`src/alu_pkg.sv`:
```
// Package for the CPU ALU, status flags, multiplier and divider.
// Assumes a single 25 MHz core clock and an Avalon-MM register master.
package alu_pkg;
	localparam logic [1:0]  ADDR_STATUS    = 2'h0;
	localparam logic [1:0]  ADDR_CONTROL   = 2'h1;
	localparam logic [1:0]  ADDR_DIVSTAT   = 2'h2;
	localparam int          BIT_HALF_CARRY = 8;
	localparam int          BIT_PRIO_HI    = 7;
	localparam int          BIT_PRIO_LO    = 5;
	localparam int          BIT_REPEAT     = 4;
	localparam int          BIT_NEG        = 3;
	localparam int          BIT_OVF        = 2;
	localparam int          BIT_ZERO       = 1;
	localparam int          BIT_CARRY      = 0;
	localparam int          BIT_PRIO_HIGH  = 3;
	localparam int          BIT_PWIN       = 2;
	localparam logic [15:0] STATUS_RESET   = 16'h0000;
	localparam logic [15:0] STATUS_WMASK   = 16'h01EF;
	localparam logic [15:0] CONTROL_MASK   = 16'h000C;
	localparam int          DIV_CYCLES     = 19;
	localparam logic [4:0]  DIV_ITER       = 5'h10;
	localparam logic [2:0]  PRIO_USER_OFF  = 3'h7;

	typedef enum logic [3:0] {
		OP_ADD = 4'h0, OP_ADC = 4'h1, OP_SUB = 4'h2, OP_SBB = 4'h3,
		OP_AND = 4'h4, OP_OR  = 4'h5, OP_XOR = 4'h6, OP_SL  = 4'h7,
		OP_LSR = 4'h8, OP_ASR = 4'h9, OP_MOV = 4'hA
	} alu_op_t;

	typedef enum logic [2:0] {
		MUL_SS = 3'h0, MUL_UU = 3'h1, MUL_SLIT = 3'h2, MUL_ULIT = 3'h3,
		MUL_US = 3'h4, MUL_BB = 3'h5
	} mul_mode_t;

	typedef enum logic [2:0] {
		DIV_IDLE = 3'b001, DIV_RUN = 3'b010, DIV_FIX = 3'b100
	} div_state_t;

	typedef struct packed {
		alu_op_t     op;
		logic        byte_mode;
		logic        from_mem;
		logic        to_mem;
		logic [3:0]  src_a;
		logic [3:0]  src_b;
		logic [3:0]  dst;
	} alu_cmd_t;

	typedef struct packed {
		logic        is_signed;
		logic        long_div;
		logic [3:0]  dividend_reg;
		logic [3:0]  divisor_reg;
	} div_cmd_t;
endpackage

```
`src/cpu_alu_status_muldiv.sv`:
```
// CPU ALU with status/control registers, 17x17 multiplier and iterative divider.
// Assumes the decoder issues one command per cycle and waits on o_div_busy.
//
// Register access over Avalon-MM and the register offsets were left to the implementer.
module cpu_alu_status_muldiv
	import alu_pkg::*;
(
	input  wire logic         i_clock,
	input  wire logic         i_arst_n,
	input  wire logic         i_enable,
	input  wire logic [1:0]   i_avs_address,
	input  wire logic         i_avs_read,
	input  wire logic         i_avs_write,
	input  wire logic [31:0]  i_avs_writedata,
	output logic      [31:0]  o_avs_readdata,
	output logic              o_avs_waitrequest,
	input  wire logic         i_nesting_disable,
	input  wire logic         i_repeat_active,
	input  wire logic         i_prio_load,
	input  wire logic [3:0]   i_prio_value,
	input  wire logic         i_alu_valid,
	input  wire alu_cmd_t     i_alu_cmd,
	input  wire logic         i_carry_in,
	input  wire logic [15:0]  i_mem_rdata,
	output logic      [15:0]  o_mem_wdata,
	output logic              o_mem_we,
	input  wire logic         i_mul_valid,
	input  wire mul_mode_t    i_mul_mode,
	input  wire logic [15:0]  i_mul_a,
	input  wire logic [15:0]  i_mul_b,
	output logic      [31:0]  o_mul_product,
	input  wire logic         i_div_start,
	input  wire div_cmd_t     i_div_cmd,
	input  wire logic         i_div_hold,
	input  wire logic         i_reg_we,
	input  wire logic [3:0]   i_reg_waddr,
	input  wire logic [15:0]  i_reg_wdata,
	output logic      [15:0]  o_reg_dump,
	input  wire logic [3:0]   i_reg_dump_sel,
	output logic              o_div_busy,
	output logic              o_div_done,
	output logic [3:0]        o_cpu_priority,
	output logic              o_user_irq_off,
	output logic              o_program_window
);
	logic [15:0]  wreg [16];
	logic         half_carry, neg, ovf, zero, carry, prio_high, pwin;
	logic [2:0]   prio;
	logic         repeat_s1, repeat_s2;
	logic [15:0]  opa, opb, opb_x, res;
	logic [16:0]  sum;
	logic         c_half, c_out, v_out, is_arith, is_sub;
	logic [33:0]  prod;
	logic signed [16:0] ma, mb;
	div_state_t   div_state;
	logic [4:0]   div_cnt;
	logic [31:0]  div_q;
	logic [16:0]  div_r;
	logic [15:0]  div_d;
	logic         div_neg_q, div_neg_r;
	logic [16:0]  next_r;
	logic         bus_ack;
	logic [15:0]  status_word, control_word;

	// Repeat flag comes from the sequencer, kept on a synchroniser for safety
	always_ff @(posedge i_clock or negedge i_arst_n) begin
		if (!i_arst_n) begin
			repeat_s1 <= 1'b0;
			repeat_s2 <= 1'b0;
		end else if (i_enable) begin
			repeat_s1 <= i_repeat_active;
			repeat_s2 <= repeat_s1;
		end
	end

	assign status_word = {7'h00, half_carry, prio, repeat_s2, neg, ovf, zero, carry};
	assign control_word = {12'h000, prio_high, pwin, 2'b00};
	assign o_cpu_priority = {prio_high, prio};
	assign o_user_irq_off = prio_high || (prio == PRIO_USER_OFF);
	assign o_program_window = pwin;

	// Operand select by addressing mode
	always_comb begin
		opa = wreg[i_alu_cmd.src_a];
		opb = i_alu_cmd.from_mem ? i_mem_rdata : wreg[i_alu_cmd.src_b];
		if (i_alu_cmd.byte_mode) begin
			opa = {8'h00, opa[7:0]};
			opb = {8'h00, opb[7:0]};
		end
	end

	always_comb begin
		is_sub = (i_alu_cmd.op == OP_SUB) || (i_alu_cmd.op == OP_SBB);
		is_arith = is_sub || (i_alu_cmd.op == OP_ADD) || (i_alu_cmd.op == OP_ADC);
		opb_x = is_sub ? ~opb : opb;
		// Byte subtract keeps the top byte clear, else carry out of bit 7 inverts
		if (i_alu_cmd.byte_mode)
			opb_x[15:8] = 8'h00;
		sum = 17'h0_0000;
		c_half = 1'b0;
		c_out = 1'b0;
		v_out = 1'b0;
		res = 16'h0000;
		case (i_alu_cmd.op)
			OP_ADD, OP_ADC, OP_SUB, OP_SBB: begin
				// Subtract as a plus ~b plus 1, so carry reads as not-borrow
				sum = {1'b0, opa} + {1'b0, opb_x}
					+ {16'h0000, (i_alu_cmd.op == OP_ADD) ? 1'b0 : (i_alu_cmd.op == OP_SUB) ? 1'b1 : i_carry_in};
				res = sum[15:0];
			end
			OP_AND: res = opa & opb;
			OP_OR:  res = opa | opb;
			OP_XOR: res = opa ^ opb;
			OP_SL:  res = {opa[14:0], 1'b0};
			OP_LSR: res = i_alu_cmd.byte_mode ? {9'h000, opa[7:1]} : {1'b0, opa[15:1]};
			OP_ASR: res = i_alu_cmd.byte_mode ? {8'h00, opa[7], opa[7:1]} : {opa[15], opa[15:1]};
			default: res = opb;
		endcase
		if (is_arith) begin
			// Carries recovered from operand and sum bits
			if (i_alu_cmd.byte_mode) begin
				c_half = opa[4] ^ (is_sub ? ~opb[4] : opb[4]) ^ sum[4];
				c_out = sum[8];
				v_out = (opa[7] == (is_sub ? ~opb[7] : opb[7])) && (sum[7] != opa[7]);
			end else begin
				c_half = opa[8] ^ (is_sub ? ~opb[8] : opb[8]) ^ sum[8];
				c_out = sum[16];
				v_out = (opa[15] == (is_sub ? ~opb[15] : opb[15])) && (sum[15] != opa[15]);
			end
		end else if (i_alu_cmd.op == OP_SL) begin
			c_out = i_alu_cmd.byte_mode ? opa[7] : opa[15];
		end else if (i_alu_cmd.op == OP_LSR || i_alu_cmd.op == OP_ASR) begin
			c_out = opa[0];
		end
		if (i_alu_cmd.byte_mode)
			res = {8'h00, res[7:0]};
	end

	// Multiplier: both operands widened to 17 signed bits
	always_comb begin
		ma = {1'b0, i_mul_a};
		mb = {1'b0, i_mul_b};
		case (i_mul_mode)
			MUL_SS: begin
				ma = {i_mul_a[15], i_mul_a};
				mb = {i_mul_b[15], i_mul_b};
			end
			MUL_SLIT: begin
				ma = {i_mul_a[15], i_mul_a};
				mb = {12'h000, i_mul_b[4:0]};
			end
			MUL_ULIT: mb = {12'h000, i_mul_b[4:0]};
			MUL_US:   mb = {i_mul_b[15], i_mul_b};
			MUL_BB: begin
				ma = {9'h000, i_mul_a[7:0]};
				mb = {9'h000, i_mul_b[7:0]};
			end
			default: begin
				ma = {1'b0, i_mul_a};
				mb = {1'b0, i_mul_b};
			end
		endcase
		prod = 34'(ma) * 34'(mb);
	end

	always_ff @(posedge i_clock or negedge i_arst_n) begin
		if (!i_arst_n)
			o_mul_product <= 32'h0000_0000;
		else if (i_enable && i_mul_valid)
			o_mul_product <= prod[31:0];
	end

	// Result write to memory port
	always_ff @(posedge i_clock or negedge i_arst_n) begin
		if (!i_arst_n) begin
			o_mem_wdata <= 16'h0000;
			o_mem_we <= 1'b0;
		end else if (i_enable) begin
			o_mem_we <= i_alu_valid && i_alu_cmd.to_mem;
			if (i_alu_valid && i_alu_cmd.to_mem)
				o_mem_wdata <= res;
		end
	end

	// Status flags; bus writes apply first, ALU events override
	always_ff @(posedge i_clock or negedge i_arst_n) begin
		if (!i_arst_n) begin
			{half_carry, neg, ovf, zero, carry} <= 5'h00;
		end else if (i_enable) begin
			if (bus_ack && i_avs_write && i_avs_address == ADDR_STATUS) begin
				half_carry <= i_avs_writedata[BIT_HALF_CARRY];
				neg <= i_avs_writedata[BIT_NEG];
				ovf <= i_avs_writedata[BIT_OVF];
				zero <= i_avs_writedata[BIT_ZERO];
				carry <= i_avs_writedata[BIT_CARRY];
			end
			if (i_alu_valid) begin
				neg <= i_alu_cmd.byte_mode ? res[7] : res[15];
				if (res != 16'h0000)
					zero <= 1'b0;
				else if (is_arith)
					zero <= 1'b1;
				carry <= c_out;
				if (is_arith) begin
					half_carry <= c_half;
					ovf <= v_out;
				end
			end
		end
	end

	// Priority and control bits
	always_ff @(posedge i_clock or negedge i_arst_n) begin
		if (!i_arst_n) begin
			prio <= 3'h0;
			prio_high <= 1'b0;
			pwin <= 1'b0;
		end else if (i_enable) begin
			if (bus_ack && i_avs_write && i_avs_address == ADDR_STATUS && !i_nesting_disable)
				prio <= i_avs_writedata[BIT_PRIO_HI:BIT_PRIO_LO];
			if (bus_ack && i_avs_write && i_avs_address == ADDR_CONTROL) begin
				if (!i_avs_writedata[BIT_PRIO_HIGH])
					prio_high <= 1'b0;
				pwin <= i_avs_writedata[BIT_PWIN];
			end
			// Interrupt controller load wins over software
			if (i_prio_load) begin
				prio <= i_prio_value[2:0];
				prio_high <= i_prio_value[3];
			end
		end
	end

	// Divider: 1 preload, 16 iterations, 1 step to DIV_FIX, 1 fixup with writeback = 19 cycles
	always_comb begin
		next_r = {div_r[15:0], div_q[31]};
		if (next_r >= {1'b0, div_d})
			next_r = next_r - {1'b0, div_d};
	end

	always_ff @(posedge i_clock or negedge i_arst_n) begin
		if (!i_arst_n) begin
			div_state <= DIV_IDLE;
			div_cnt <= 5'h00;
			div_q <= 32'h0000_0000;
			div_r <= 17'h0_0000;
			div_d <= 16'h0000;
			div_neg_q <= 1'b0;
			div_neg_r <= 1'b0;
			o_div_done <= 1'b0;
		end else if (i_enable) begin
			o_div_done <= 1'b0;
			case (div_state)
				DIV_IDLE: begin
					if (i_div_start) begin
						logic [31:0] dvd;
						logic [15:0] dvs;
						dvd = i_div_cmd.long_div
							? {wreg[{i_div_cmd.dividend_reg[3:1], 1'b1}], wreg[{i_div_cmd.dividend_reg[3:1], 1'b0}]}
							: {{16{i_div_cmd.is_signed & wreg[i_div_cmd.dividend_reg][15]}}, wreg[i_div_cmd.dividend_reg]};
						dvs = wreg[i_div_cmd.divisor_reg];
						div_neg_r <= i_div_cmd.is_signed && dvd[31];
						div_neg_q <= i_div_cmd.is_signed && (dvd[31] ^ dvs[15]);
						div_q <= (i_div_cmd.is_signed && dvd[31]) ? 32'(-dvd) : dvd;
						div_d <= (i_div_cmd.is_signed && dvs[15]) ? 16'(-dvs) : dvs;
						div_r <= 17'h0_0000;
						div_cnt <= 5'h00;
						div_state <= DIV_RUN;
					end
				end
				DIV_RUN: begin
					// Hold freezes between cycles so an interrupt can intervene
					if (!i_div_hold) begin
						if (div_cnt == 5'h00) begin
							div_r <= {1'b0, div_q[31:16]}; // Upper half preloads remainder
							div_q <= {div_q[15:0], 16'h0000};
						end else if (div_cnt <= DIV_ITER) begin
							div_r <= next_r;
							div_q <= {div_q[30:0], {div_r[15:0], div_q[31]} >= {1'b0, div_d}};
						end
						div_cnt <= div_cnt + 5'h01;
						if (div_cnt == DIV_ITER + 5'h01)
							div_state <= DIV_FIX;
					end
				end
				DIV_FIX: begin
					if (!i_div_hold) begin
						o_div_done <= 1'b1;
						div_state <= DIV_IDLE;
					end
				end
				default: div_state <= DIV_IDLE;
			endcase
		end
	end
	assign o_div_busy = (div_state != DIV_IDLE);

	// Working registers, written by decoder, ALU and divider
	always_ff @(posedge i_clock or negedge i_arst_n) begin
		if (!i_arst_n) begin
			for (int k = 0; k < 16; k++)
				wreg[k] <= 16'h0000;
		end else if (i_enable) begin
			if (i_reg_we)
				wreg[i_reg_waddr] <= i_reg_wdata;
			if (i_alu_valid && !i_alu_cmd.to_mem) begin
				if (i_alu_cmd.byte_mode)
					wreg[i_alu_cmd.dst][7:0] <= res[7:0]; // byte writes keep the top byte
				else
					wreg[i_alu_cmd.dst] <= res;
			end
			if (div_state == DIV_FIX && !i_div_hold) begin
				wreg[0] <= div_neg_q ? 16'(-div_q[15:0]) : div_q[15:0];
				wreg[1] <= div_neg_r ? 16'(-div_r[15:0]) : div_r[15:0];
			end
		end
	end
	assign o_reg_dump = wreg[i_reg_dump_sel];

	// Avalon slave: one wait state, answer on the second cycle
	always_ff @(posedge i_clock or negedge i_arst_n) begin
		if (!i_arst_n)
			bus_ack <= 1'b0;
		else if (i_enable)
			bus_ack <= (i_avs_read || i_avs_write) && !bus_ack;
	end
	assign o_avs_waitrequest = (i_avs_read || i_avs_write) && !bus_ack;

	always_ff @(posedge i_clock or negedge i_arst_n) begin
		if (!i_arst_n)
			o_avs_readdata <= 32'h0000_0000;
		else if (i_enable && i_avs_read && !bus_ack) begin
			if (i_avs_address == ADDR_STATUS)
				o_avs_readdata <= {16'h0000, status_word};
			else if (i_avs_address == ADDR_CONTROL)
				o_avs_readdata <= {16'h0000, control_word};
			else if (i_avs_address == ADDR_DIVSTAT)
				o_avs_readdata <= {31'h0000_0000, o_div_busy};
			else
				o_avs_readdata <= 32'h0000_0000;
		end
	end

	prio_user_off_a: assert property (@(posedge i_clock) disable iff (!i_arst_n)
		(o_cpu_priority[2:0] == PRIO_USER_OFF) |-> o_user_irq_off)
		else $error("priority 7 did not disable user interrupts");
	prio_locked_a: assert property (@(posedge i_clock) disable iff (!i_arst_n)
		(i_enable && i_nesting_disable && !i_prio_load) |=> $stable(o_cpu_priority[2:0]))
		else $error("priority changed while nesting disabled");
	reserved_zero_a: assert property (@(posedge i_clock) disable iff (!i_arst_n)
		(status_word[15:9] == 7'h00) && (control_word[1:0] == 2'b00))
		else $error("reserved bits not zero");
	zero_sticky_a: assert property (@(posedge i_clock) disable iff (!i_arst_n)
		(i_enable && i_alu_valid && res != 16'h0000) |=> !zero)
		else $error("zero flag not cleared by nonzero result");
	neg_flag_a: assert property (@(posedge i_clock) disable iff (!i_arst_n)
		(i_enable && i_alu_valid && !i_alu_cmd.byte_mode) |=> (neg == $past(res[15])))
		else $error("negative flag mismatch");
	mul_one_cycle_a: assert property (@(posedge i_clock) disable iff (!i_arst_n)
		(i_enable && i_mul_valid && i_mul_mode == MUL_UU) |=> (o_mul_product == $past(i_mul_a) * $past(i_mul_b)))
		else $error("unsigned product wrong");
	div_length_a: assert property (@(posedge i_clock) disable iff (!i_arst_n)
		(i_enable && !i_div_hold && div_state == DIV_IDLE && i_div_start) ##1 (i_enable && !i_div_hold)[*8]
		|-> o_div_busy)
		else $error("divider finished early");
	pwin_out_a: assert property (@(posedge i_clock) disable iff (!i_arst_n)
		o_program_window == control_word[BIT_PWIN])
		else $error("window output disagrees with control");
	prio_high_clear_a: assert property (@(posedge i_clock) disable iff (!i_arst_n)
		(i_enable && !i_prio_load && !o_cpu_priority[3]) |=> !o_cpu_priority[3])
		else $error("priority high bit set by software");
endmodule // cpu_alu_status_muldiv

```
`config.mk`:
```
export PLATFORM = sky130hd
export DESIGN_NAME = cpu_alu_status_muldiv
export DESIGN_NICKNAME = d
export VERILOG_FILES = /design/src/alu_pkg.sv /design/src/cpu_alu_status_muldiv.sv
export SDC_FILE = /design/constraint.sdc
export NUM_CORES = 2
export LEC_CHECK = 0
export ABC_AREA = 1
export BUFFER_PORTS_ARGS = -buffer_cell sky130_fd_sc_hd__buf_2
export CAP_MARGIN = 20
export CELL_PAD_IN_SITES_DETAIL_PLACEMENT = 0
export CELL_PAD_IN_SITES_GLOBAL_PLACEMENT = 1
export CORE_MARGIN = 1.5
export CORE_UTILIZATION = 45
export DETAILED_ROUTE_END_ITERATION = 7
export PLACE_DENSITY_LB_ADDON = 0.1
export SETUP_SLACK_MARGIN = 0.1
export SLEW_MARGIN = 40
export SYNTH_ARGS = -nofsm -noshare
export SYNTH_HDL_FRONTEND = slang
export SYNTH_SLANG_ARGS = --single-unit
```
`constraint.sdc`:
```
create_clock -name i_clock -period 7 [get_ports i_clock]
set_input_delay 0 -clock i_clock [delete_from_list [all_inputs] [get_ports i_clock]]
set_output_delay 0 -clock i_clock [all_outputs]
set_load 0.005 [all_outputs]
```
=== After elaboration in Yosys (flattened, before gate mapping) ===
Cells that the tools add are included.

* Output and inout port bits: 106
* Word-level logic and storage cells: 274
* Bits of input ports: 156
* Bits in registers: 425

* Magnitude comparators: 13
* Mux-type cells: 109
* Equality and inequality tests: 31
* Multipliers: 1
* Reduce and logical (&&, ||, !) cells: 50
* Bitwise gates (word level): 23
* $add $sub $neg: 8

{| class="wikitable"
|+ Operators with widths
! operator !! number
|-
| 256-bit two-way mux || 4
|-
| 256-bit bitwise mux || 3
|-
| 16-bit two-way mux || 30
|-
| 16-bit binary-select mux with 4-bit select || 7
|-
| 32-bit two-way mux || 7
|-
| 16-bit demux with 4-bit select || 3
|-
| 16-bit one-hot mux with 7 select lines || 1
|-
| 32-bit one-hot mux with 2 select lines || 1
|-
| 17-bit one-hot mux with 3 select lines || 1
|-
| 16-bit negator || 3
|-
| 5-bit greater-or-equal comparator, second input constant || 9
|-
| 4-bit inverter with 5-bit output || 9
|-
| 1-bit two-way mux || 34
|-
| 17-bit one-hot mux with 2 select lines || 1
|-
| 17-bit by 17-bit multiplier with 32-bit output || 1
|-
| 32-bit negator || 1
|-
| 16-bit one-hot mux with 2 select lines || 1
|-
| 1-bit logical AND || 18
|-
| 3-bit two-way mux || 6
|-
| 16-bit by 16-bit adder with 17-bit output || 1
|-
| 17-bit by 1-bit adder with 17-bit output || 1
|-
| 17-bit by 16-bit greater-or-equal comparator with 1-bit output || 1
|-
| 17-bit two-way mux || 1
|-
| 16-bit bitwise AND || 1
|-
| 47 further kinds || 90
|}

=== Longest topological paths before layout ===
* Depth after elaboration: 17
* Gate-level depth with buffers: 34
* Depth with buffers taken out: 32

=== Worst setup path after synthesis ===
No wires, ideal clock.

* Path type: input port to flip-flop
* Start point: input i_mul_mode[0]
* End point: register o_mul_product[27]
* Data required time: 6.918 ns
* Setup slack: 1.136 ns
* Data arrival time: 5.783 ns
* Buffers on the path: 1
* Library setup time: 0.082 ns
* Cell stages on the path: 26
* Path through: nand2_1 nor2_1 nor2_2 nand2_1 inv_1 clkbuf_1 nand2_1 fa_1 inv_1 fa_1 inv_1 fa_1 inv_1 fa_1 fa_1 inv_1 fa_1 inv_1 ha_1 a21oi_1 a21boi_0 o21ai_0 a21oi_1 o21ai_0 or2_2 a31oi_1

* Cells in the longest elaborated chain, start to end: 4
* Elaborated cells on any way between the ends: 11
* Classes of those cells: 1 x mul; 4 x eq/ne; 2 x mux; 4 x reduce/logical

{| class="wikitable"
|+ RTL lines
! item !! RTL line !! source
|-
| start, declared || cpu_alu_status_muldiv.sv:28 || <nowiki>input wire mul_mode_t i_mul_mode,</nowiki>
|-
| 3-bit equality test, or another cell as far along || cpu_alu_status_muldiv.sv:143 || <nowiki>case (i_mul_mode)</nowiki>
|-
| 2-bit OR reduction (no source line) || n/a ||
|-
| 17-bit one-hot mux with 3 select lines / 17-bit one-hot mux with 2 select lines (equally long branches) || cpu_alu_status_muldiv.sv:143 ||
|-
| 17-bit by 17-bit multiplier with 32-bit output (*) || cpu_alu_status_muldiv.sv:163 || <nowiki>prod = 34'(ma) * 34'(mb);</nowiki>
|-
| end signal, assigned || cpu_alu_status_muldiv.sv:170 || <nowiki>o_mul_product <= prod[31:0];</nowiki>
|-
| end, declared || cpu_alu_status_muldiv.sv:31 || <nowiki>output logic [31:0] o_mul_product,</nowiki>
|}

Mark *: on every way between the ends. The rest lies on a longest branch, timed or not.
A chain may end at the register's enable or synchronous reset.

=== Worst setup path in the final report ===
* Start point: register wreg[250] in the netlist's numbering
* End point: register neg

* Cells in the longest elaborated chain, start to end: 14
* Elaborated cells on any way between the ends: 18
* Classes of those cells: 2 x add/sub; 15 x mux; 1 x bitwise

{| class="wikitable"
|+ RTL lines
! item !! RTL line !! source
|-
| start, declared || cpu_alu_status_muldiv.sv:46 || <nowiki>logic [15:0] wreg [16];</nowiki>
|-
| start signal, assigned by index || cpu_alu_status_muldiv.sv:305 || <nowiki>wreg[i_reg_waddr] <= i_reg_wdata;</nowiki>
|-
| start signal, assigned by index || cpu_alu_status_muldiv.sv:308 || <nowiki>wreg[i_alu_cmd.dst][7:0] <= res[7:0];</nowiki>
|-
| start signal, assigned by index || cpu_alu_status_muldiv.sv:310 || <nowiki>wreg[i_alu_cmd.dst] <= res;</nowiki>
|-
| 16-bit binary-select mux with 4-bit select || cpu_alu_status_muldiv.sv:85 || <nowiki>opb = i_alu_cmd.from_mem ? i_mem_rdata : wreg[i_alu_cmd.src_b];</nowiki>
|-
| 16-bit two-way mux (implied by the code) (2 in a row) || cpu_alu_status_muldiv.sv:85 ||
|-
| 16-bit two-way mux || cpu_alu_status_muldiv.sv:85 ||
|-
| 16-bit two-way mux || cpu_alu_status_muldiv.sv:86 || <nowiki>if (i_alu_cmd.byte_mode) begin</nowiki>
|-
| 16-bit inverter || cpu_alu_status_muldiv.sv:95 || <nowiki>opb_x = is_sub ? ~opb : opb;</nowiki>
|-
| 16-bit two-way mux || cpu_alu_status_muldiv.sv:95 ||
|-
| 8-bit two-way mux || cpu_alu_status_muldiv.sv:97 || <nowiki>if (i_alu_cmd.byte_mode)</nowiki>
|-
| 16-bit by 16-bit adder with 17-bit output (*) || cpu_alu_status_muldiv.sv:107 || <nowiki>sum = {1'b0, opa} + {1'b0, opb_x}</nowiki>
|-
| 17-bit by 1-bit adder with 17-bit output (*) || cpu_alu_status_muldiv.sv:108 || <nowiki>+ {16'h0000, (i_alu_cmd.op == OP_ADD) ? 1'b0 : (i_alu_cmd.op == OP_SUB) ? 1'b1 : i_carry_in};</nowiki>
|-
| 16-bit one-hot mux with 7 select lines (*) || cpu_alu_status_muldiv.sv:104 || <nowiki>case (i_alu_cmd.op)</nowiki>
|-
| 16-bit two-way mux (*) || cpu_alu_status_muldiv.sv:135 || <nowiki>if (i_alu_cmd.byte_mode)</nowiki>
|-
| 1-bit two-way mux (*) || cpu_alu_status_muldiv.sv:198 || <nowiki>neg <= i_alu_cmd.byte_mode ? res[7] : res[15];</nowiki>
|-
| 1-bit two-way mux (*) || cpu_alu_status_muldiv.sv:197 || <nowiki>if (i_alu_valid) begin</nowiki>
|-
| end signal, assigned || cpu_alu_status_muldiv.sv:192 || <nowiki>neg <= i_avs_writedata[BIT_NEG];</nowiki>
|-
| end signal, assigned || cpu_alu_status_muldiv.sv:198 ||
|-
| end, declared || cpu_alu_status_muldiv.sv:47 || <nowiki>logic half_carry, neg, ovf, zero, carry, prio_high, pwin;</nowiki>
|}

Mark *: on every way between the ends. The rest lies on a longest branch, timed or not. The select of a mux whose other input is x is not followed.

==> metrics <==
worst hold slack=0.0182 ns; met1 track demand over resource in global routing=54.2%; Synth Cell Area=0.0492 mm2; global placement routability congestion=0.972; worst-margin pin slew=0.971 ns; post-synthesis cell type with the largest combined area=sky130_fd_sc_hd__dfrtp_1; clk_lat worst skew=0.72 ns; maximum fanout along the worst path=6; Antenna Violating Nets Remaining=0; CTS HTree Levels=2; root buffer cell=sky130_fd_sc_hd__clkbuf_16; path class of the lowest-slack min-delay path=input pin to flip-flop; half-perimeter wire length after placement=171,000 um; height of the chip=334 um; Pleak=25.3 nW; number of max-capacitance violations reported=0; required time of the critical path=7.62 ns; number of global-route vias before repair=52,165; clock period minus final worst setup slack=6.05 ns; ratio of cells with drive above 1 in the final layout=7.29%; CTS max path bufs=3; Global Route Usage Sum=43.3%; routed wire length per instance=27.6 um; area overhead of the layout relative to synthesis=8.61%; sum of negative setup slack=0 ns; number of flops mapped to enable cells by yosys=0; nets@finish=8,021; maximum ir drop on the vdd rail=0.000390 V; clock sink count=402; total grt overflow=0; area fraction of the dominant cell type after synthesis=20.4%; Placed Cells=8,723; gate count of the mapped netlist=7,497; Area contributors post-synth=sky130_fd_sc_hd__dfrtp_1, sky130_fd_sc_hd__fa_1, sky130_fd_sc_hd__o21ai_0; clock tree from TritonCTS=yes; run status=finished, final reports clean; Synth warnings=0; max-slew violation total from the final report=0; combined area of the multi-input logic cells=0.0330 mm2; number of cells in the finished layout apart from fillers=8,891; Post-synth top flop=sky130_fd_sc_hd__dfrtp_1; via total after detailed routing=56,231; pin count of the biggest net entering global routing=157; Die Width=334 um; share of synthesized area occupied by flip-flops and latches=20.5%; endpoint kind of the worst setup timing path=flip-flop; Port Buffer Count=214; Initial Utilization=45.3%; number of top-level pins=262; full die area=0.111 mm2; Critical Path Start Type=flip-flop; Achievable Freq=165 MHz; worst reg2reg startpoint=wreg[250]$_DFFE_PN0P_; Worst Setup Path Type=flip-flop to flip-flop; first-pass GRT wire length=355,000 um; FF+latch area=0.0101 mm2; final number of setup-violating endpoints=0; FF+latch count, synth=402; startpoint of the worst hold path=i_mem_rdata[1]; core outline area=0.109 mm2; count of cell types in the netlist=63; clock edge transition at the registers on the reported setup and hold paths=0.06 ns; Arr. time, crit path=6.68 ns; first-iteration detailed-routing DRC count=7,570; filler cell count in the final layout=11,316; setup repair after global routing missed its margin=false; share of the clock period used by the worst path=86.5%; most frequent cell after synthesis=sky130_fd_sc_hd__nand2_1; total length of routed wires=246,000 um; met2 Resource Use GR=62.7%; final setup skew=0.0542 ns; # DRC=0; proportion of register bits with asynchronous set or reset after synthesis=100%; pwr/cell area=327 mW/mm2; cell area after placement=0.0508 mm2; via density per instance=6.32; Post-Layout Inst Area=0.0534 mm2; post-cts repair resize count=0; met3 usage=14.4%; startpoint of the worst setup timing path=wreg[250]$_DFFE_PN0P_; Hold Violations, Final=0; count of standard-cell rows=121; post-synthesis area per instance=6.56 um2; Commonest cells post-synth=sky130_fd_sc_hd__nand2_1, sky130_fd_sc_hd__o21ai_0, sky130_fd_sc_hd__inv_1; initial antenna violation count=14; number of buffers inserted during clock tree synthesis=56; count of TritonRoute iterations in the first routing pass=6; busiest metal layer after global routing=met2; Relative slew margins=34.9%
==> layout make-up <==
type,count,area share [%]
multi-input combinational,5574,61.8
timing repair buffer,403,5.48
inverter,991,7.00
clock inverter,23,0.562
sequential,402,18.8
antenna,4,0.0187
tap,1414,3.31
clock buffer,80,3.04
==> final timing paths <==
check / endpoint / slack [ns] / cells past startpoint
hold reg to reg: o_mul_product[10]$_DFFE_PN0P_ / 0.48 / 2
min in group asynchronous: wreg[126]$_DFFE_PN0P_ / 0.50 / 4
max in group asynchronous: o_mem_wdata[8]$_DFFE_PN0P_ / 5.58 / 5
setup / recovery: neg$_DFFE_PN0P_ / 0.95 / 25
setup reg to reg: neg$_DFFE_PN0P_ / 0.95 / 25
hold / removal: o_mem_wdata[1]$_DFFE_PN0P_ / 0.02 / 5
==> through the flow <==
stage               setup slack [ns]  total power, W  util, %
global route                   0.594          0.0190     49.2
CTS                             1.08          0.0173     49.1
finish                         0.947          0.0175     49.2
floorplan                       1.14          0.0109        -
detailed placement             0.374          0.0141     46.8
global placement               0.432          0.0140     46.7
==> placed cells by master (no fill, tap or decap), types with 13 or more instances in the layout <==
cell,count
sky130_fd_sc_hd__buf_4,117
sky130_fd_sc_hd__o22ai_1,35
sky130_fd_sc_hd__conb_1,23
sky130_fd_sc_hd__clkbuf_8,14
sky130_fd_sc_hd__xor2_1,50
sky130_fd_sc_hd__dlygate4sd3_1,56
sky130_fd_sc_hd__a211oi_1,13
sky130_fd_sc_hd__fa_1,285
sky130_fd_sc_hd__clkinv_1,16
sky130_fd_sc_hd__a31oi_1,43
sky130_fd_sc_hd__nand3_1,653
sky130_fd_sc_hd__nand2_1,1317
sky130_fd_sc_hd__a22oi_1,33
sky130_fd_sc_hd__inv_1,933
sky130_fd_sc_hd__nand3b_1,13
sky130_fd_sc_hd__xnor2_1,23
sky130_fd_sc_hd__clkinv_2,18
sky130_fd_sc_hd__inv_2,31
sky130_fd_sc_hd__o221ai_1,210
sky130_fd_sc_hd__clkbuf_16,57
sky130_fd_sc_hd__ha_1,152
sky130_fd_sc_hd__buf_2,205
sky130_fd_sc_hd__nor2_2,13
sky130_fd_sc_hd__a21oi_1,647
sky130_fd_sc_hd__o211ai_1,162
sky130_fd_sc_hd__nor3_1,20
sky130_fd_sc_hd__o21ai_1,79
sky130_fd_sc_hd__o21ai_0,1047
sky130_fd_sc_hd__dfrtp_1,401
sky130_fd_sc_hd__nand4_1,30
sky130_fd_sc_hd__nor2_1,624
==> cells by family (layout without fill, tap and decap cells) <==
group                      Yosys count  after routing  share of synthesized area, %
and+or+nand+nor                   2720           2720                          23.2
AOI/OAI and AO/OA                 2320           2320                          26.8
buffers and inverters             1543           1497                          12.8
adders and majority gates          437            437                          15.5
DFF                                402            402                          20.5
xor gates and xnor gates            73             73                          1.30
other                                1             27                       0.00762
muxes                                1              1                        0.0229
==> critical path: stages (launching register included) <==
cell,delay (ns)
sky130_fd_sc_hd__dfrtp_1,0.54
sky130_fd_sc_hd__inv_1,0.10
sky130_fd_sc_hd__o21ai_0,0.17
sky130_fd_sc_hd__nand3_1,0.12
sky130_fd_sc_hd__nand2_1,0.09
sky130_fd_sc_hd__nand2_1,0.09
sky130_fd_sc_hd__nand3_1,0.54
sky130_fd_sc_hd__nand2_1,0.35
sky130_fd_sc_hd__o21ai_0,0.26
sky130_fd_sc_hd__a21oi_1,0.06
sky130_fd_sc_hd__ha_1,0.40
sky130_fd_sc_hd__nand2_1,0.12
sky130_fd_sc_hd__nor2_1,0.24
sky130_fd_sc_hd__and2_1,0.17
sky130_fd_sc_hd__nand2_1,0.07
sky130_fd_sc_hd__nand3b_1,0.09
sky130_fd_sc_hd__nand3_1,0.16
sky130_fd_sc_hd__nand2_1,0.11
sky130_fd_sc_hd__inv_1,0.05
sky130_fd_sc_hd__nand3_1,0.11
sky130_fd_sc_hd__nand2_1,0.16
sky130_fd_sc_hd__a21oi_1,0.64
sky130_fd_sc_hd__a21oi_1,0.07
sky130_fd_sc_hd__dlygate4sd3_1,0.59
sky130_fd_sc_hd__o21ai_1,0.10
sky130_fd_sc_hd__dlygate4sd3_1,0.55
==> per-layer routing <==
metal  vias to the layer above  wire length, um
met4                        20            20000
met3                       849            32400
met1                     26786            91500
met2                      3640           101000
met5                         -              302
li1                      24936                -
==> power by group <==
group	internal (W)	switching (W)
combinational	0.00368	0.00705
clock	0.00180	0.00134
sequential	0.00297	0.000658
==> sequential cells by signal, indices dropped and copies added, names as in the netlist, 3 cells and up <==
register,count
o_mem_wdata,16
o_mul_product,32
div_d,16
wreg,256
div_r,16
div_q,32
div_cnt,5
prio,3
div_state,3
o_avs_readdata,9
==> what timing repair did <==
item / 4_1_cts / 5_1_grt
endpoints found under the hold margin: 327 / 0
buffers inserted: 0 / 0
hold buffers: 57 / 0
Note: power is estimated with default switching activity, not from simulation.
